[src/hw/rst_ctrl_defines.svh]
`ifndef RST_CTRL_DEFINES_SVH
`define RST_CTRL_DEFINES_SVH

// system clock rate and derived counts
`define SYS_CLK_HZ              10000000
`define BROWNOUT_CLEAR_US       500
`define BROWNOUT_CLEAR_CYCLES   ((`BROWNOUT_CLEAR_US * (`SYS_CLK_HZ / 1000000)))
`define RESET_HOLD_CYCLES       8
`define RESAMPLE_DELAY_W        8
`define WATCHDOG_W              32
`define PERIPH_W                32
`define REGULATOR_VOLTAGE_ADJUST_W                  6

// oscillator select encodings
`define OSC_SEL_MAIN            2'h0
`define OSC_SEL_INTERNAL        2'h1
`define OSC_SEL_INTERNAL_DIV4   2'h2

// reset cause bit positions
`define CAUSE_EXT               0
`define CAUSE_POR               1
`define CAUSE_BOR               2
`define CAUSE_WDT               3
`define CAUSE_SW                4
`define CAUSE_LDO               5
`define CAUSE_W                 6
`define CAUSE_RESET_VAL         6'h00

`endif

[src/hw/rst_ctrl_pkg.sv]
package rst_ctrl_pkg;
	typedef enum logic [1:0] {
		SEQ_IDLE    = 2'b00,
		SEQ_HOLD    = 2'b01,
		SEQ_RELEASE = 2'b10
	} seq_state_t;

	typedef enum logic [1:0] {
		BOR_IDLE     = 2'b00,
		BOR_RESAMPLE = 2'b01,
		BOR_HOLDOFF  = 2'b10
	} bor_state_t;
endpackage
[src/hw/periph_reset_cell.sv]
`timescale 1ns/100ps
`default_nettype none
// one peripheral: reset pulse on the falling edge of its soft reset bit
module periph_reset_cell (
	input  wire logic sys_clk_i,
	input  wire logic rst_n_i,
	input  wire logic soft_bit_i,
	input  wire logic sys_reset_i,
	output logic      periph_reset_o
);
	logic bit_seen;
	logic next_bit_seen;
	logic next_periph_reset;

	always_comb begin
		next_bit_seen = soft_bit_i;
		// pulse covers all clock domains of the unit; system reset folds in
		next_periph_reset = sys_reset_i | (bit_seen & ~soft_bit_i);
	end

	always_ff @(posedge sys_clk_i or negedge rst_n_i) begin
		if (!rst_n_i) begin
			bit_seen       <= 1'b0;
			periph_reset_o <= 1'b1;
		end else begin
			bit_seen       <= next_bit_seen;
			periph_reset_o <= next_periph_reset;
		end
	end
endmodule
`default_nettype wire

[src/hw/reset_and_clock_source_control.sv]
`timescale 1ns/100ps
`default_nettype none
`include "rst_ctrl_defines.svh"

// Summary of operation
// [RL1] external pin reset clears core and peripherals, not the test port
// [RL2] after pin release, internal reset releases then core starts boot fetch
// [RL3] brown-out reset is disabled out of reset until software enables it
// [RL4] brown-out raises an interrupt or a system reset per configuration
// [RL5] brown-out resets the system directly when its reset enable is set
// [RL6] with resample on and reset enable off, recheck after delay; drop if gone
// [RL7] a confirmed brown-out asserts internal reset then releases to boot
// [RL8] brown-out condition is cleared after 500 us to avoid relatching
// [RL9] a peripheral resets when its soft reset bit is set then cleared
// [RL10] soft reset bit positions match the clock gating peripheral encoding
// [RL11] a peripheral soft reset asserts every clock domain reset of that unit
// [RL12] system reset request resets whole system including core, then boots
// [RL13] watchdog: interrupt on first time-out, reset request on second
// [RL14] after first time-out the 32-bit counter reloads and keeps counting
// [RL15] second zero with interrupt uncleared and reset enabled resets system
// [RL16] regulator fault with reset enabled sets its flag and resets system
// [RL17] regulator output adjusts in steps from 2.25 V to 2.75 V via adjust field
// [RL18] system clock from internal, main, PLL or internal divided by four
// [RL19] select 0 main, 1 internal, 2 internal/4; skip PLL 1 drives directly
// [RL20] software selects PLL only with reference 3.579545 to 8.192 MHz
// [RL21] cause bits stay across resets; a pin reset clears the other causes
// [RL22] power-on reset also resets the test access port controller
// [RL23] all requests OR into one reset, release synchronised, held some cycles
// [RL24] each source's cause bit is recorded as the internal reset asserts
module reset_and_clock_source_control (
	input  wire logic                         sys_clk_i,
	input  wire logic                         rst_n_i,
	input  wire logic                         ext_reset_n_i,
	input  wire logic                         brownout_detect_i,
	input  wire logic                         brownout_reset_enable_i,
	input  wire logic                         brownout_resample_enable_i,
	input  wire logic [`RESAMPLE_DELAY_W-1:0] brownout_resample_delay_i,
	input  wire logic [`PERIPH_W-1:0]         peripheral_soft_reset_regs_i,
	input  wire logic                         system_reset_request_i,
	input  wire logic                         watchdog_timeout_i,
	input  wire logic                         watchdog_int_clear_i,
	input  wire logic                         watchdog_reset_enable_i,
	input  wire logic [`WATCHDOG_W-1:0]       watchdog_reload_value_i,
	input  wire logic                         regulator_unregulated_i,
	input  wire logic                         regulator_reset_enable_i,
	input  wire logic [`REGULATOR_VOLTAGE_ADJUST_W-1:0]           regulator_voltage_adjust_i,
	input  wire logic [1:0]                   oscillator_select_i,
	input  wire logic                         pll_skip_i,
	output logic                              core_reset_o,
	output logic                              tap_reset_o,
	output logic [`PERIPH_W-1:0]              periph_reset_o,
	output logic                              boot_fetch_o,
	output logic                              brownout_int_o,
	output logic                              watchdog_int_o,
	output logic [`WATCHDOG_W-1:0]            watchdog_count_o,
	output logic                              regulator_fault_reset_flag_o,
	output logic [`CAUSE_W-1:0]               reset_cause_register_o,
	output logic [`REGULATOR_VOLTAGE_ADJUST_W-1:0]                regulator_voltage_adjust_o,
	output logic [1:0]                        clk_source_o,
	output logic                              clk_via_pll_o
);
	rst_ctrl_pkg::seq_state_t state;
	rst_ctrl_pkg::seq_state_t next_state;
	rst_ctrl_pkg::bor_state_t bor_state;
	rst_ctrl_pkg::bor_state_t next_bor_state;

	logic [3:0]                   hold_cnt;
	logic [3:0]                   next_hold_cnt;
	logic [15:0]                  bor_cnt;
	logic [15:0]                  next_bor_cnt;
	logic [`WATCHDOG_W-1:0]       wd_cnt;
	logic [`WATCHDOG_W-1:0]       next_wd_cnt;
	logic                         wd_int;
	logic                         next_wd_int;
	logic                         wd_reset_req;
	logic                         bor_reset_req;
	logic                         bor_int;
	logic                         next_bor_int;
	logic                         ldo_req;
	logic                         any_req;
	logic                         sys_reset;
	logic [`CAUSE_W-1:0]          cause;
	logic [`CAUSE_W-1:0]          next_cause;
	logic                         ldo_flag;
	logic                         next_ldo_flag;
	logic                         por_done;
	logic                         next_por_done;
	logic                         ext_seen;
	logic                         next_ext_seen;
	logic [`REGULATOR_VOLTAGE_ADJUST_W-1:0]           regulator_voltage_adjust;
	logic [`REGULATOR_VOLTAGE_ADJUST_W-1:0]           next_regulator_voltage_adjust;
	logic [1:0]                   clk_src;
	logic [1:0]                   next_clk_src;
	logic                         via_pll;
	logic                         next_via_pll;

	localparam logic [15:0] BOR_CLEAR = 16'(`BROWNOUT_CLEAR_CYCLES);
	localparam logic [3:0]  HOLD_LEN  = 4'(`RESET_HOLD_CYCLES);

	// watchdog: first zero raises interrupt and reloads, second zero requests reset
	always_comb begin
		next_wd_cnt  = wd_cnt;
		next_wd_int  = wd_int;
		wd_reset_req = 1'b0;
		if (watchdog_timeout_i) begin
			next_wd_cnt = watchdog_reload_value_i;
		end else if (wd_cnt == '0) begin
			next_wd_cnt = watchdog_reload_value_i; // RL14
			if (wd_int) begin
				wd_reset_req = watchdog_reset_enable_i; // RL15
			end
			next_wd_int = 1'b1; // RL13
		end else begin
			next_wd_cnt = wd_cnt - 32'h00000001;
		end
		// a time-out in the clearing cycle keeps the interrupt set
		if (watchdog_int_clear_i && !(wd_cnt == '0 && !watchdog_timeout_i)) begin
			next_wd_int = 1'b0;
		end
	end

	// brown-out: direct reset, resample check, or interrupt, then hold-off
	always_comb begin
		next_bor_state = bor_state;
		next_bor_cnt   = bor_cnt;
		next_bor_int   = bor_int;
		bor_reset_req  = 1'b0;
		case (bor_state)
			rst_ctrl_pkg::BOR_IDLE: begin
				if (brownout_detect_i) begin
					if (brownout_reset_enable_i) begin
						bor_reset_req  = 1'b1; // RL5
						next_bor_state = rst_ctrl_pkg::BOR_HOLDOFF;
						next_bor_cnt   = BOR_CLEAR;
					end else if (brownout_resample_enable_i) begin
						next_bor_state = rst_ctrl_pkg::BOR_RESAMPLE; // RL6
						next_bor_cnt   = {8'h00, brownout_resample_delay_i};
					end else begin
						next_bor_int   = 1'b1; // RL4
						next_bor_state = rst_ctrl_pkg::BOR_HOLDOFF;
						next_bor_cnt   = BOR_CLEAR;
					end
				end
			end
			rst_ctrl_pkg::BOR_RESAMPLE: begin
				if (bor_cnt != 16'h0000) begin
					next_bor_cnt = bor_cnt - 16'h0001;
				end else if (brownout_detect_i) begin
					bor_reset_req  = 1'b1; // RL7
					next_bor_state = rst_ctrl_pkg::BOR_HOLDOFF;
					next_bor_cnt   = BOR_CLEAR;
				end else begin
					next_bor_state = rst_ctrl_pkg::BOR_IDLE; // RL6
				end
			end
			rst_ctrl_pkg::BOR_HOLDOFF: begin
				// condition is dropped only after the hold-off so it cannot relatch
				if (bor_cnt != 16'h0000) begin
					next_bor_cnt = bor_cnt - 16'h0001;
				end else begin
					next_bor_state = rst_ctrl_pkg::BOR_IDLE; // RL8
					next_bor_int   = 1'b0;
				end
			end
			default: begin
				next_bor_state = rst_ctrl_pkg::BOR_IDLE;
			end
		endcase
	end

	assign ldo_req = regulator_unregulated_i & regulator_reset_enable_i; // RL16
	assign any_req = ~ext_reset_n_i | bor_reset_req | system_reset_request_i
		| wd_reset_req | ldo_req; // RL23

	// reset sequencer: hold while any request, count out, then boot fetch
	always_comb begin
		next_state    = state;
		next_hold_cnt = hold_cnt;
		next_por_done = 1'b1;
		case (state)
			rst_ctrl_pkg::SEQ_IDLE: begin
				if (any_req) begin
					next_state    = rst_ctrl_pkg::SEQ_HOLD;
					next_hold_cnt = HOLD_LEN;
				end
			end
			rst_ctrl_pkg::SEQ_HOLD: begin
				if (any_req) begin
					next_hold_cnt = HOLD_LEN; // RL23
				end else if (hold_cnt != 4'h0) begin
					next_hold_cnt = hold_cnt - 4'h1;
				end else begin
					next_state = rst_ctrl_pkg::SEQ_RELEASE; // RL2
				end
			end
			rst_ctrl_pkg::SEQ_RELEASE: begin
				next_state = any_req ? rst_ctrl_pkg::SEQ_HOLD : rst_ctrl_pkg::SEQ_IDLE;
				next_hold_cnt = HOLD_LEN;
			end
			default: begin
				next_state = rst_ctrl_pkg::SEQ_HOLD;
			end
		endcase
	end

	// cause bits are sticky; a pin reset wipes the others
	always_comb begin
		next_cause    = cause;
		next_ldo_flag = ldo_flag | ldo_req; // RL16
		next_ext_seen = ~ext_reset_n_i;
		if (!por_done) begin
			next_cause[`CAUSE_POR] = 1'b1;
		end
		if (!ext_reset_n_i && !ext_seen) begin
			next_cause = '0; // RL21
			next_cause[`CAUSE_EXT] = 1'b1; // RL24
		end
		if (bor_reset_req) begin
			next_cause[`CAUSE_BOR] = 1'b1; // RL24
		end
		if (wd_reset_req) begin
			next_cause[`CAUSE_WDT] = 1'b1;
		end
		if (system_reset_request_i) begin
			next_cause[`CAUSE_SW] = 1'b1;
		end
		if (ldo_req) begin
			next_cause[`CAUSE_LDO] = 1'b1;
		end
	end

	// clock source and regulator setting latched from software
	always_comb begin
		next_regulator_voltage_adjust    = regulator_voltage_adjust_i; // RL17
		next_via_pll = ~pll_skip_i; // RL19
		next_clk_src = clk_src;
		if (oscillator_select_i == `OSC_SEL_MAIN
			|| oscillator_select_i == `OSC_SEL_INTERNAL
			|| oscillator_select_i == `OSC_SEL_INTERNAL_DIV4) begin
			next_clk_src = oscillator_select_i; // RL18
		end
	end

	always_ff @(posedge sys_clk_i or negedge rst_n_i) begin
		if (!rst_n_i) begin
			state     <= rst_ctrl_pkg::SEQ_HOLD; // RL22
			hold_cnt  <= 4'(`RESET_HOLD_CYCLES);
			bor_state <= rst_ctrl_pkg::BOR_IDLE; // RL3
			bor_cnt   <= 16'h0000;
			bor_int   <= 1'b0;
			wd_cnt    <= 32'hFFFFFFFF;
			wd_int    <= 1'b0;
			cause     <= `CAUSE_RESET_VAL;
			ldo_flag  <= 1'b0;
			por_done  <= 1'b0;
			ext_seen  <= 1'b0;
			regulator_voltage_adjust      <= '0;
			clk_src   <= `OSC_SEL_MAIN;
			via_pll   <= 1'b0;
		end else begin
			state     <= next_state;
			hold_cnt  <= next_hold_cnt;
			bor_state <= next_bor_state;
			bor_cnt   <= next_bor_cnt;
			bor_int   <= next_bor_int;
			wd_cnt    <= next_wd_cnt;
			wd_int    <= next_wd_int;
			cause     <= next_cause;
			ldo_flag  <= next_ldo_flag;
			por_done  <= next_por_done;
			ext_seen  <= next_ext_seen;
			regulator_voltage_adjust      <= next_regulator_voltage_adjust;
			clk_src   <= next_clk_src;
			via_pll   <= next_via_pll;
		end
	end

	// test port follows power-on only, never the pin
	assign tap_reset_o = ~por_done; // RL1
	assign sys_reset   = (state == rst_ctrl_pkg::SEQ_HOLD); // RL12
	assign core_reset_o = sys_reset; // RL1
	assign boot_fetch_o = (state == rst_ctrl_pkg::SEQ_RELEASE); // RL2

	// bit n follows the clock gating position of peripheral n
	genvar gi;
	generate
		for (gi = 0; gi < `PERIPH_W; gi++) begin : g_periph
			periph_reset_cell u_cell ( // RL9 RL10 RL11
				.sys_clk_i      (sys_clk_i),
				.rst_n_i        (rst_n_i),
				.soft_bit_i     (peripheral_soft_reset_regs_i[gi]),
				.sys_reset_i    (sys_reset),
				.periph_reset_o (periph_reset_o[gi])
			);
		end
	endgenerate

	assign brownout_int_o               = bor_int;
	assign watchdog_int_o               = wd_int;
	assign watchdog_count_o             = wd_cnt;
	assign regulator_fault_reset_flag_o = ldo_flag;
	assign reset_cause_register_o       = cause;
	assign regulator_voltage_adjust_o   = regulator_voltage_adjust;
	// PLL reference range is software's duty; hardware only routes
	assign clk_source_o                 = clk_src; // RL20
	assign clk_via_pll_o                = via_pll;
endmodule
`default_nettype wire

[config.mk]
export PLATFORM = sky130hd
export DESIGN_NAME = reset_and_clock_source_control
export DESIGN_NICKNAME = d
export VERILOG_FILES = /design/src/hw/rst_ctrl_pkg.sv /design/src/hw/periph_reset_cell.sv /design/src/hw/reset_and_clock_source_control.sv
export VERILOG_INCLUDE_DIRS = /design/src /design/src/hw
export SDC_FILE = /design/constraint.sdc
export NUM_CORES = 1
export LEC_CHECK = 0
export BUFFER_PORTS_ARGS = -buffer_cell sky130_fd_sc_hd__buf_2
export CORE_ASPECT_RATIO = 1.1
export CORE_MARGIN = 3
export CORE_UTILIZATION = 45
export CTS_CLUSTER_SIZE = 12
export DETAILED_ROUTE_END_ITERATION = 6
export PLACE_DENSITY = 0.73
export REMOVE_ABC_BUFFERS = 1
export SLEW_MARGIN = 10
export SYNTH_ARGS = -nofsm -noshare
export SYNTH_HDL_FRONTEND = slang
export SYNTH_SLANG_ARGS = --single-unit
[constraint.sdc]
create_clock -name sys_clk_i -period 2.5 [get_ports sys_clk_i]
set_input_delay 0.375 -clock sys_clk_i [delete_from_list [all_inputs] [get_ports sys_clk_i]]
set_output_delay 0.375 -clock sys_clk_i [all_outputs]
set_load 0.005 [all_outputs]
* After elaboration in Yosys (flattened, before gate mapping)
Index checks and enable logic that the tools add are counted.
W data, S select, Z words.
** Storage, ports and cells
- Bits in registers :: 140
- Logic and storage cells :: 286
** Cells by class
- Add/sub/neg operators :: 3
- Equal/unequal tests :: 19
- Multiplexer cells :: 47
- Bitwise gates (word level) :: 105
- Reductions and logical operators :: 29
** Operator list (number)
- $mux W16 :: 4
- $mux W32 :: 2
- $pmux W16 S3 :: 1
- $or A1 B1 Y1 :: 37
- $not A1 Y1 :: 35
- $and A1 B1 Y1 :: 33
- $logic_not A32 Y1 :: 1
- $sub A32 B1 Y32 const B :: 1
- $mux W13 :: 2
- $mux W1 :: 20
- $mux W2 :: 9
- $ne A2 B2 Y1 const B :: 9
- $reduce_bool A16 Y1 :: 1
- $sub A16 B1 Y16 const B :: 1
- $mux W4 :: 3
- $pmux W2 S3 :: 2
- $pmux W4 S3 :: 1
- $reduce_bool A2 Y1 :: 6
- $reduce_and A3 Y1 :: 3
- $eq A2 B1 Y1 const B :: 3
- $eq A2 B2 Y1 const B :: 3
- $logic_not A2 Y1 :: 3
- $mux W6 :: 1
- $ne A3 B3 Y1 const B :: 2
- other kinds (11) :: 20

* Logic depth before layout (Yosys ltp)
Gate-level depths: netlist of run 1.
- Depth in word-level cells :: 9
- Depth in mapped cells :: 11
- Depth with buffers taken out :: 7

* Modules after synthesis
From an unflattened synthesis of run 1, not the netlist that was laid out.
** Second synthesis, totals
- Cell total of the unflattened synthesis :: 557
- Area, all modules :: 6019.5 sq um
** Modules (own cells, without submodules)
- reset_and_clock_source_control :: instances 1, cells each 429, area each 4017.6 sq um, sequential area each 1944.4 sq um
- periph_reset_cell :: instances 32, cells each 4, area each 62.6 sq um, sequential area each 51.3 sq um

* Worst setup path before layout of run 1
OpenSTA, ideal clock, no wires.
- Kind :: register to register
- Start point :: reg bor_cnt[0]
- End point :: reg bor_cnt[14]
- Setup time :: 83 ps
- Arrival time :: 2314 ps
- Required time :: 2417 ps
- Path slack :: 103 ps
- Cell stages (with the launch flop) :: 9
- Buffers on the path :: 1
- Path through :: dfrtp_1 inv_1 ha_1 or4b_2 or4_4 o21ai_4 buf_2 a21oi_1 o21ai_0
** Between the ends
- Cells in the longest elaborated chain, start to end :: 3
** RTL lines
- start: declaration :: line reset_and_clock_source_control.sv:69 : logic [15:0] bor_cnt;
- start signal: assignment :: line reset_and_clock_source_control.sv:264 : bor_cnt <= next_bor_cnt;
- $sub A16 B1 Y16 / $reduce_bool A16 Y1 (equally long branches)
- $mux W16, or another cell as far along :: line reset_and_clock_source_control.sv:158 : if (bor_cnt != 16'h0000) begin
- $pmux W16 S3 / $reduce_and A4 Y1 (equally long branches)
Parallel ways exist; a longest one is shown, timed or not. The select of a mux whose other input is x is not followed.
A chain may end at the register's enable or synchronous reset.

* Worst setup path in the final report of run 1
- Start point :: reg bor_cnt[0]
- End point :: reg bor_cnt[9]
The elaborated chain is that of the path after synthesis.

==> results_dict.tcl, run 1 <==
set metrics [dict create \
    status "complete, no violations" \
    synth-edff-count 0 \
    n_antenna_cell 0 \
    via_per_inst 5.26 \
    grtUsageMet2_pct 32.4 \
    ys_async_sr_fraction_pct 100 \
    cp.required_ns 2.81 \
    hold_path.class "in -> reg" \
    grt_pass1_vias 5307 \
    cp.arrival_ns 2.68 \
    synth_area_mm2 0.00640 \
    worst_pin_slew_ns 0.615 \
    use_met1_pct 23.6 \
    synth_warnings 0 \
    fin_skew_ns 0.00630 \
    top_level_ports 178 \
    r2r_start "bor_cnt[0]$_DFFE_PN0P_" \
    synth-seq-area-share_pct 56.0 \
    max_cap_violations 0 \
    drv_slew 0 \
    hpwl_um 11000 \
    io_buffers 177 \
    cts_tree "built" \
    clk_pin_slew_worst_paths_ns 0.06 \
    numCtsBuffers 17 \
    startpoint_type "flip-flop" \
    track_usage_pct 19.6 \
    drive_gt1_share_pct 42.6 \
    final_cell_mix "buf_2, dfrtp_1, dfstp_2" \
    final_hold_viol_count 0 \
    initial_utilization_pct 46.2 \
    cts_max_level 4 \
    nFillCells 1217 \
    fin_crit_ns 2.37 \
    peakVddDrop_mv 0.375 \
    cts.path.max_buffers 2 \
    final-setup-viol-count 0 \
    route.vias.total 5110 \
    dieHeight_um 131 \
    antenna_found_initial 0 \
    met3_usage_pct 5.85 \
    layout_commonest_cell "buf_2" \
    period_share_pct 94.9 \
    die_w_um 120 \
    yosys.cell_types.count 63 \
    synth_area_leaders "dfrtp_1, dfstp_2, a21oi_1, o21ai_0, buf_4" \
    core-area_mm2 0.0139 \
    placementRows 45 \
    seqCellArea_mm2 0.00359 \
    overflow 0 \
    ys_ff_latch 140 \
    ant_nets 0 \
    finalNonFillerCells 972 \
    min_from "regulator_voltage_adjust_i[5]" \
    power.density_mw_per_mm2 716 \
    end_kind "flip-flop" \
    avgSynthCellArea_um2 10.7 \
    drc_errors 0 \
    power.leakage_uw 0.00354 \
    slew_headroom_pct 58.7 \
    dp_cells 938 \
    netlist.area_leader.share_pct 28.9 \
    wl_per_cell_um 15.5 \
    crit_fanout 15 \
    netlist_instances 597 \
    multi_input_area_mm2 0.00227 \
    utilization_pct 57.8 \
    yosys.area.top_type "dfrtp_1" \
    die_area_mm2 0.0157 \
    timing.rr.end "bor_cnt[9]$_DFFE_PN0P_" \
    grt_start_max_net_pins 55 \
    reg2reg_depth 8 \
    cts_root_buffer "clkbuf_16" \
    insertion_delay_ns 0.42 \
    grt_pass1_wl_um 25000 \
    synthFlopType "dfrtp_1" \
    max_freq_mhz 422 \
    regToRegSetupSlack_ns 0.13 \
    finalWirelength_um 15000 \
    path_class "reg -> reg" \
    drt-initial-drc-count 372 \
    place_congestion 0.869 \
    rsz0062_at_grt "no" \
    post-place-ws_ns 0.0245 \
    grt.busiest_layer "met2" \
    min_to "regulator_voltage_adjust_o[5]$_DFF_PN0_" \
    hold_path_depth 1 \
    clock-sinks 140 \
    fin_ws_ns 0.128 \
    nNetsFinal 874 \
    areaGrowthSynthToFinish_pct 25.1 \
    first_pass_iters 5 \
]
==> final cells by class <==
| type | count | area share, % |
|---|---|---|
| clock buffer | 17 | 5.31 |
| clock inverter | 15 | 1.58 |
| inverter | 54 | 2.53 |
| multi-input combinational | 349 | 28.3 |
| sequential | 140 | 44.8 |
| tap | 188 | 2.94 |
| timing repair buffer | 209 | 14.6 |
==> synth_stat cells (13+ instances only) <==
cell type  instances
a21oi_1           52
buf_4             32
clkbuf_1          15
dfrtp_1           74
dfstp_2           66
inv_1             54
nand2_1           28
nand3_1           13
nor2_1            21
nor3_1            19
o21ai_0           51
xnor2_1           19
==> stage by stage <==
step,hold WS (ns),cell area (µm²),total power [µW],setup TNS (ns)
2_1_floorplan,0.0794,6050,3000,-8.61
3_3_place_gp,0.399,7420,3380,0
3_5_place_dp,0.401,7420,3420,0
4_1_cts,0.0387,7980,5790,0
5_1_grt,0.0375,8010,6000,0
6_report,0.0609,8010,5740,0
==> power breakdown <==
| part | total (µW) | internal [µW] | switching [µW] |
|---|---|---|---|
| sequential | 2660 | 2510 | 155 |
| combinational | 730 | 359 | 371 |
| clock | 2350 | 1300 | 1050 |
==> registers in the layout, summed over array words and instances, names as in the netlist <==
register,cells
bor_cnt,16
bor_state,2
brownout_int_o,1
clk_source_o,2
clk_via_pll_o,1
ext_seen,1
g_periph.u_cell.bit_seen,32
g_periph.u_cell.periph_reset_o,32
hold_cnt,4
por_done,1
regulator_fault_reset_flag_o,1
regulator_voltage_adjust_o,6
reset_cause_register_o,6
state,2
watchdog_count_o,32
watchdog_int_o,1
==> critical path, cell delays in order, from the launching register on <==
cell and delay [ns]:
dfrtp_1 0.38, inv_1 0.08, ha_1 0.14, or4b_2 0.62
or4_4 0.47, o21ai_4 0.18, buf_12 0.15, a21oi_1 0.05
o32a_1 0.18
==> repair_timing <==
action                                 in CTS  in global routing
endpoints found under the hold margin      15                  0
setup buffers                               0                  1
hold buffers                                1                  0
setup endpoints to repair                   0                 14
resized for setup                           0                  4
==> worst max path at each step <==
stage	slack, ns	cells past startpoint	start	to
after detailed placement	0.02	7	bor_cnt[0]$_DFFE_PN0P_	bor_cnt[0]$_DFFE_PN0P_
final	0.13	8	bor_cnt[0]$_DFFE_PN0P_	bor_cnt[9]$_DFFE_PN0P_
after floorplan	-0.40	5	watchdog_count_o[8]$_DFF_PN1_	watchdog_count_o[10]$_DFF_PN1_
after global routing	0.003	8	bor_cnt[0]$_DFFE_PN0P_	bor_cnt[14]$_DFFE_PN0P_
after CTS	0.01	7	bor_cnt[0]$_DFFE_PN0P_	bor_cnt[0]$_DFFE_PN0P_
after global placement	0.09	7	bor_cnt[0]$_DFFE_PN0P_	bor_cnt[0]$_DFFE_PN0P_
==> cells by family (layout without fill, tap and decap cells) <==
family                   after synthesis  count (layout)  share of synthesized area, %
adder cells (fa/ha/maj)               10              10                          1.95
AND/OR/NAND/NOR                      150             150                          13.4
XOR/XNOR                              23              23                          3.15
buffers and inverters                108             295                          8.71
flip-flops                           140             140                          56.0
AO/OA/AOI/OAI                        153             153                          14.3
multiplexers                          12              12                          2.44
other                                  1               1                        0.0586
==> metal layers <==
layer / up-vias / share of wire (%)
met3: 43 / 6.4
li1: 2417 / -
met5: - / 0
met2: 180 / 50
met1: 2470 / 41
met4: 0 / 2.9
Note: power is estimated with default switching activity, not from simulation.
==> inputs of run 2 (changes only) <==
PLACE_DENSITY = 0.71   (was 0.73)
SYNTH_HIERARCHICAL = 1   (was default)
clock period = 3 ns   (was 2.5 ns; I/O delays follow)
==> run 2 against run 1 <==
Worst setup slack improved by 0.25 ns. Power decreased by 2.6%. Sequential cell count unchanged. Fmax decreased by 9.5%. Largest cell class unchanged. Synthesized area decreased by 6.0%. Die area decreased by 5.7%. Sequential power decreased by 14%. Sequential share of layout area increased by 2.0 points. Clock power decreased by 13%. First-iteration DRC count decreased by 41%.
==> results_dict.tcl, run 2 <==
set metrics [dict create \
    cp.arrival_ns 2.97 \
    crit_fanout 7 \
    yosys.cell_types.count 53 \
    drc_errors 0 \
    path_class "reg -> reg" \
    areaGrowthSynthToFinish_pct 27.5 \
    max_freq_mhz 382 \
    final-setup-viol-count 0 \
    wl_per_cell_um 16.0 \
    cts.path.max_buffers 2 \
    path_cells "or4_4 -> or4b_4 -> or3_1 -> nor4_4 -> xnor2_1 -> o21ai_2" \
    numCtsBuffers 17 \
    synthFlopType "dfrtp_1" \
    netlist_instances 557 \
    drt-initial-drc-count 221 \
    n_antenna_cell 0 \
    synth-seq-area-share_pct 59.6 \
    startpoint "watchdog_count_o[20]$_DFF_PN1_" \
    fin_area_mm2 0.00767 \
    post-place-ws_ns 0.377 \
    die_area_mm2 0.0148 \
    placementRows 43 \
    max_cap_violations 0 \
    yosys-top-cells-count "dfrtp_1, dfstp_2, nand2_1, inv_1, o21ai_0" \
    power.density_mw_per_mm2 728 \
    overflow 0 \
    ant_nets 0 \
    grt_pass1_wl_um 23600 \
    grt_start_max_net_pins 73 \
    startpoint_type "flip-flop" \
    synth-compound-area-share_pct 15.1 \
    fin_total_pwr_uw 5590 \
    synth-edff-count 0 \
    hold_buffers 0 \
    synth_area_leaders "dfrtp_1, dfstp_2, a21o_1, o21ai_0, xnor2_1" \
    status "complete, no violations" \
    muxShareOfSynthArea_pct 0.166 \
    fin_skew_ns 0.00868 \
    antenna_found_initial 0 \
    netlist.area_leader.share_pct 30.8 \
    place_congestion 0.848 \
    r2r_start "watchdog_count_o[20]$_DFF_PN1_" \
    route.vias.total 4813 \
    ys_ff_latch 140 \
    fin_ws_ns 0.379 \
    die_w_um 116 \
    synth_top_family_by_area "compound AO/OA/AOI/OAI gates" \
    slew_headroom_pct 57.1 \
    cp.required_ns 3.35 \
    critical_path.max_stage_delay_ns 0.56 \
    cp_top_family "simple AND/OR/NAND/NOR gates" \
    slowest_stage "or4_4" \
    fin_crit_ns 2.62 \
    ys_async_sr_fraction_pct 100 \
    peakVddDrop_mv 0.425 \
    dpl_cell_area_mm2 0.00709 \
    avgSynthCellArea_um2 10.8 \
    cts_resized 0 \
    end_kind "flip-flop" \
    track_usage_pct 20.5 \
    synth_fa_ha_area_share_pct 2.08 \
    via_per_inst 5.29 \
    initial_utilization_pct 46.8 \
    synthXorXnorAreaFrac_pct 4.36 \
    synth_most_common_cell "dfrtp_1" \
    final_hold_viol_count 0 \
    cts_max_level 4 \
    clock-sinks 140 \
    period_share_pct 87.4 \
    rsz0062_at_grt "no" \
    final_cell_mix "buf_2, dfrtp_1, dfstp_2" \
    insertion_delay_ns 0.42 \
    drv_slew 0 \
    yosys.area.top_type "dfrtp_1" \
    dieHeight_um 127 \
    cts_tree "built" \
    worst_pin_slew_ns 0.637 \
    finalSetupTns_ns 0 \
    nNetsFinal 843 \
    cts_root_buffer "clkbuf_16" \
    hold_path.class "in -> async" \
    core-area_mm2 0.0129 \
    finalWirelength_um 14600 \
    first_pass_iters 4 \
    post_cts_buffers 0 \
    grt_pass1_vias 4898 \
    path_buf_inv 0 \
    top_level_ports 178 \
    hpwl_um 10700 \
    synth_warnings 6 \
    synthSimpleGateAreaFrac_pct 14.1 \
    clk_pin_slew_worst_paths_ns 0.06 \
    synth_area_mm2 0.00602 \
    io_buffers 177 \
    drive_gt1_share_pct 38.6 \
    layout_commonest_cell "buf_2" \
    power.leakage_uw 0.00349 \
    holdWs_ns 0.00778 \
]
-- run 2: cell types whose count changed after synthesis, moves of 5 or more --
cell	before	now
or3_1	10	5
mux2_4	6	0
a21oi_1	52	18
mux2_2	5	0
nor4_1	9	15
nand2_1	28	53
a31oi_1	8	2
buf_4	32	0
nand4_1	8	3
nor2_1	21	30
a21o_1	2	39
-- run 2: logic make-up after synthesis --
group                      Yosys count
and+or+nand+nor                    164
AOI/OAI and AO/OA                  142
DFF                                140
buffers and inverters               69
xor gates and xnor gates            30
adders and majority gates           10
other                                1
muxes                                1
-- run 2: area by class of cell --
| class | instances | area, µm² |
|---|---|---|
| inverters | 50 | 188 |
| repair buffers | 183 | 962 |
| well taps | 157 | 196 |
| clock buffers | 19 | 453 |
| flip-flops and latches | 140 | 3590 |
| fillers | 1091 | 5180 |
| multi-input cells | 348 | 2160 |
| clock inverters | 13 | 128 |
-- run 2: power breakdown --
group          total (µW)  internal [µW]  switching [µW]
combinational        1260            517             743
sequential           2290           2110             176
clock                2040           1200             840
total                5590           3830            1760
-- run 2: worst paths after layout --
path / cells after the start / end / slack (ns)
max: 6 / watchdog_count_o[30]$_DFF_PN1_ / 0.38
min: 1 / g_periph[12].u_cell/bit_seen$_DFF_PN0_ / 0.008
max reg2reg: 6 / watchdog_count_o[30]$_DFF_PN1_ / 0.38
min reg2reg: 1 / g_periph[14].u_cell/periph_reset_o$_DFF_PN1_ / 0.45
max in group asynchronous: 2 / state[0]$_DFFE_PN1P_ / 2.16
min in group sys_clk_i: 1 / regulator_voltage_adjust_o[0]$_DFF_PN0_ / 0.13
-- run 2: per-layer routing --
layer / vias up / track usage (%) / wire [µm]
met5: - / 0 / 0
met4: 0 / 8.81 / 428
met3: 34 / 9.43 / 1400
met2: 167 / 31.6 / 6970
met1: 2315 / 24.5 / 5770
li1: 2297 / - / -
-- run 2: through the flow --
stage,utilization (%),instances
2_1_floorplan,-,538
5_1_grt,59.7,910
6_report,59.7,910
3_5_place_dp,55.2,878
4_1_cts,59.7,910
3_3_place_gp,55.2,878
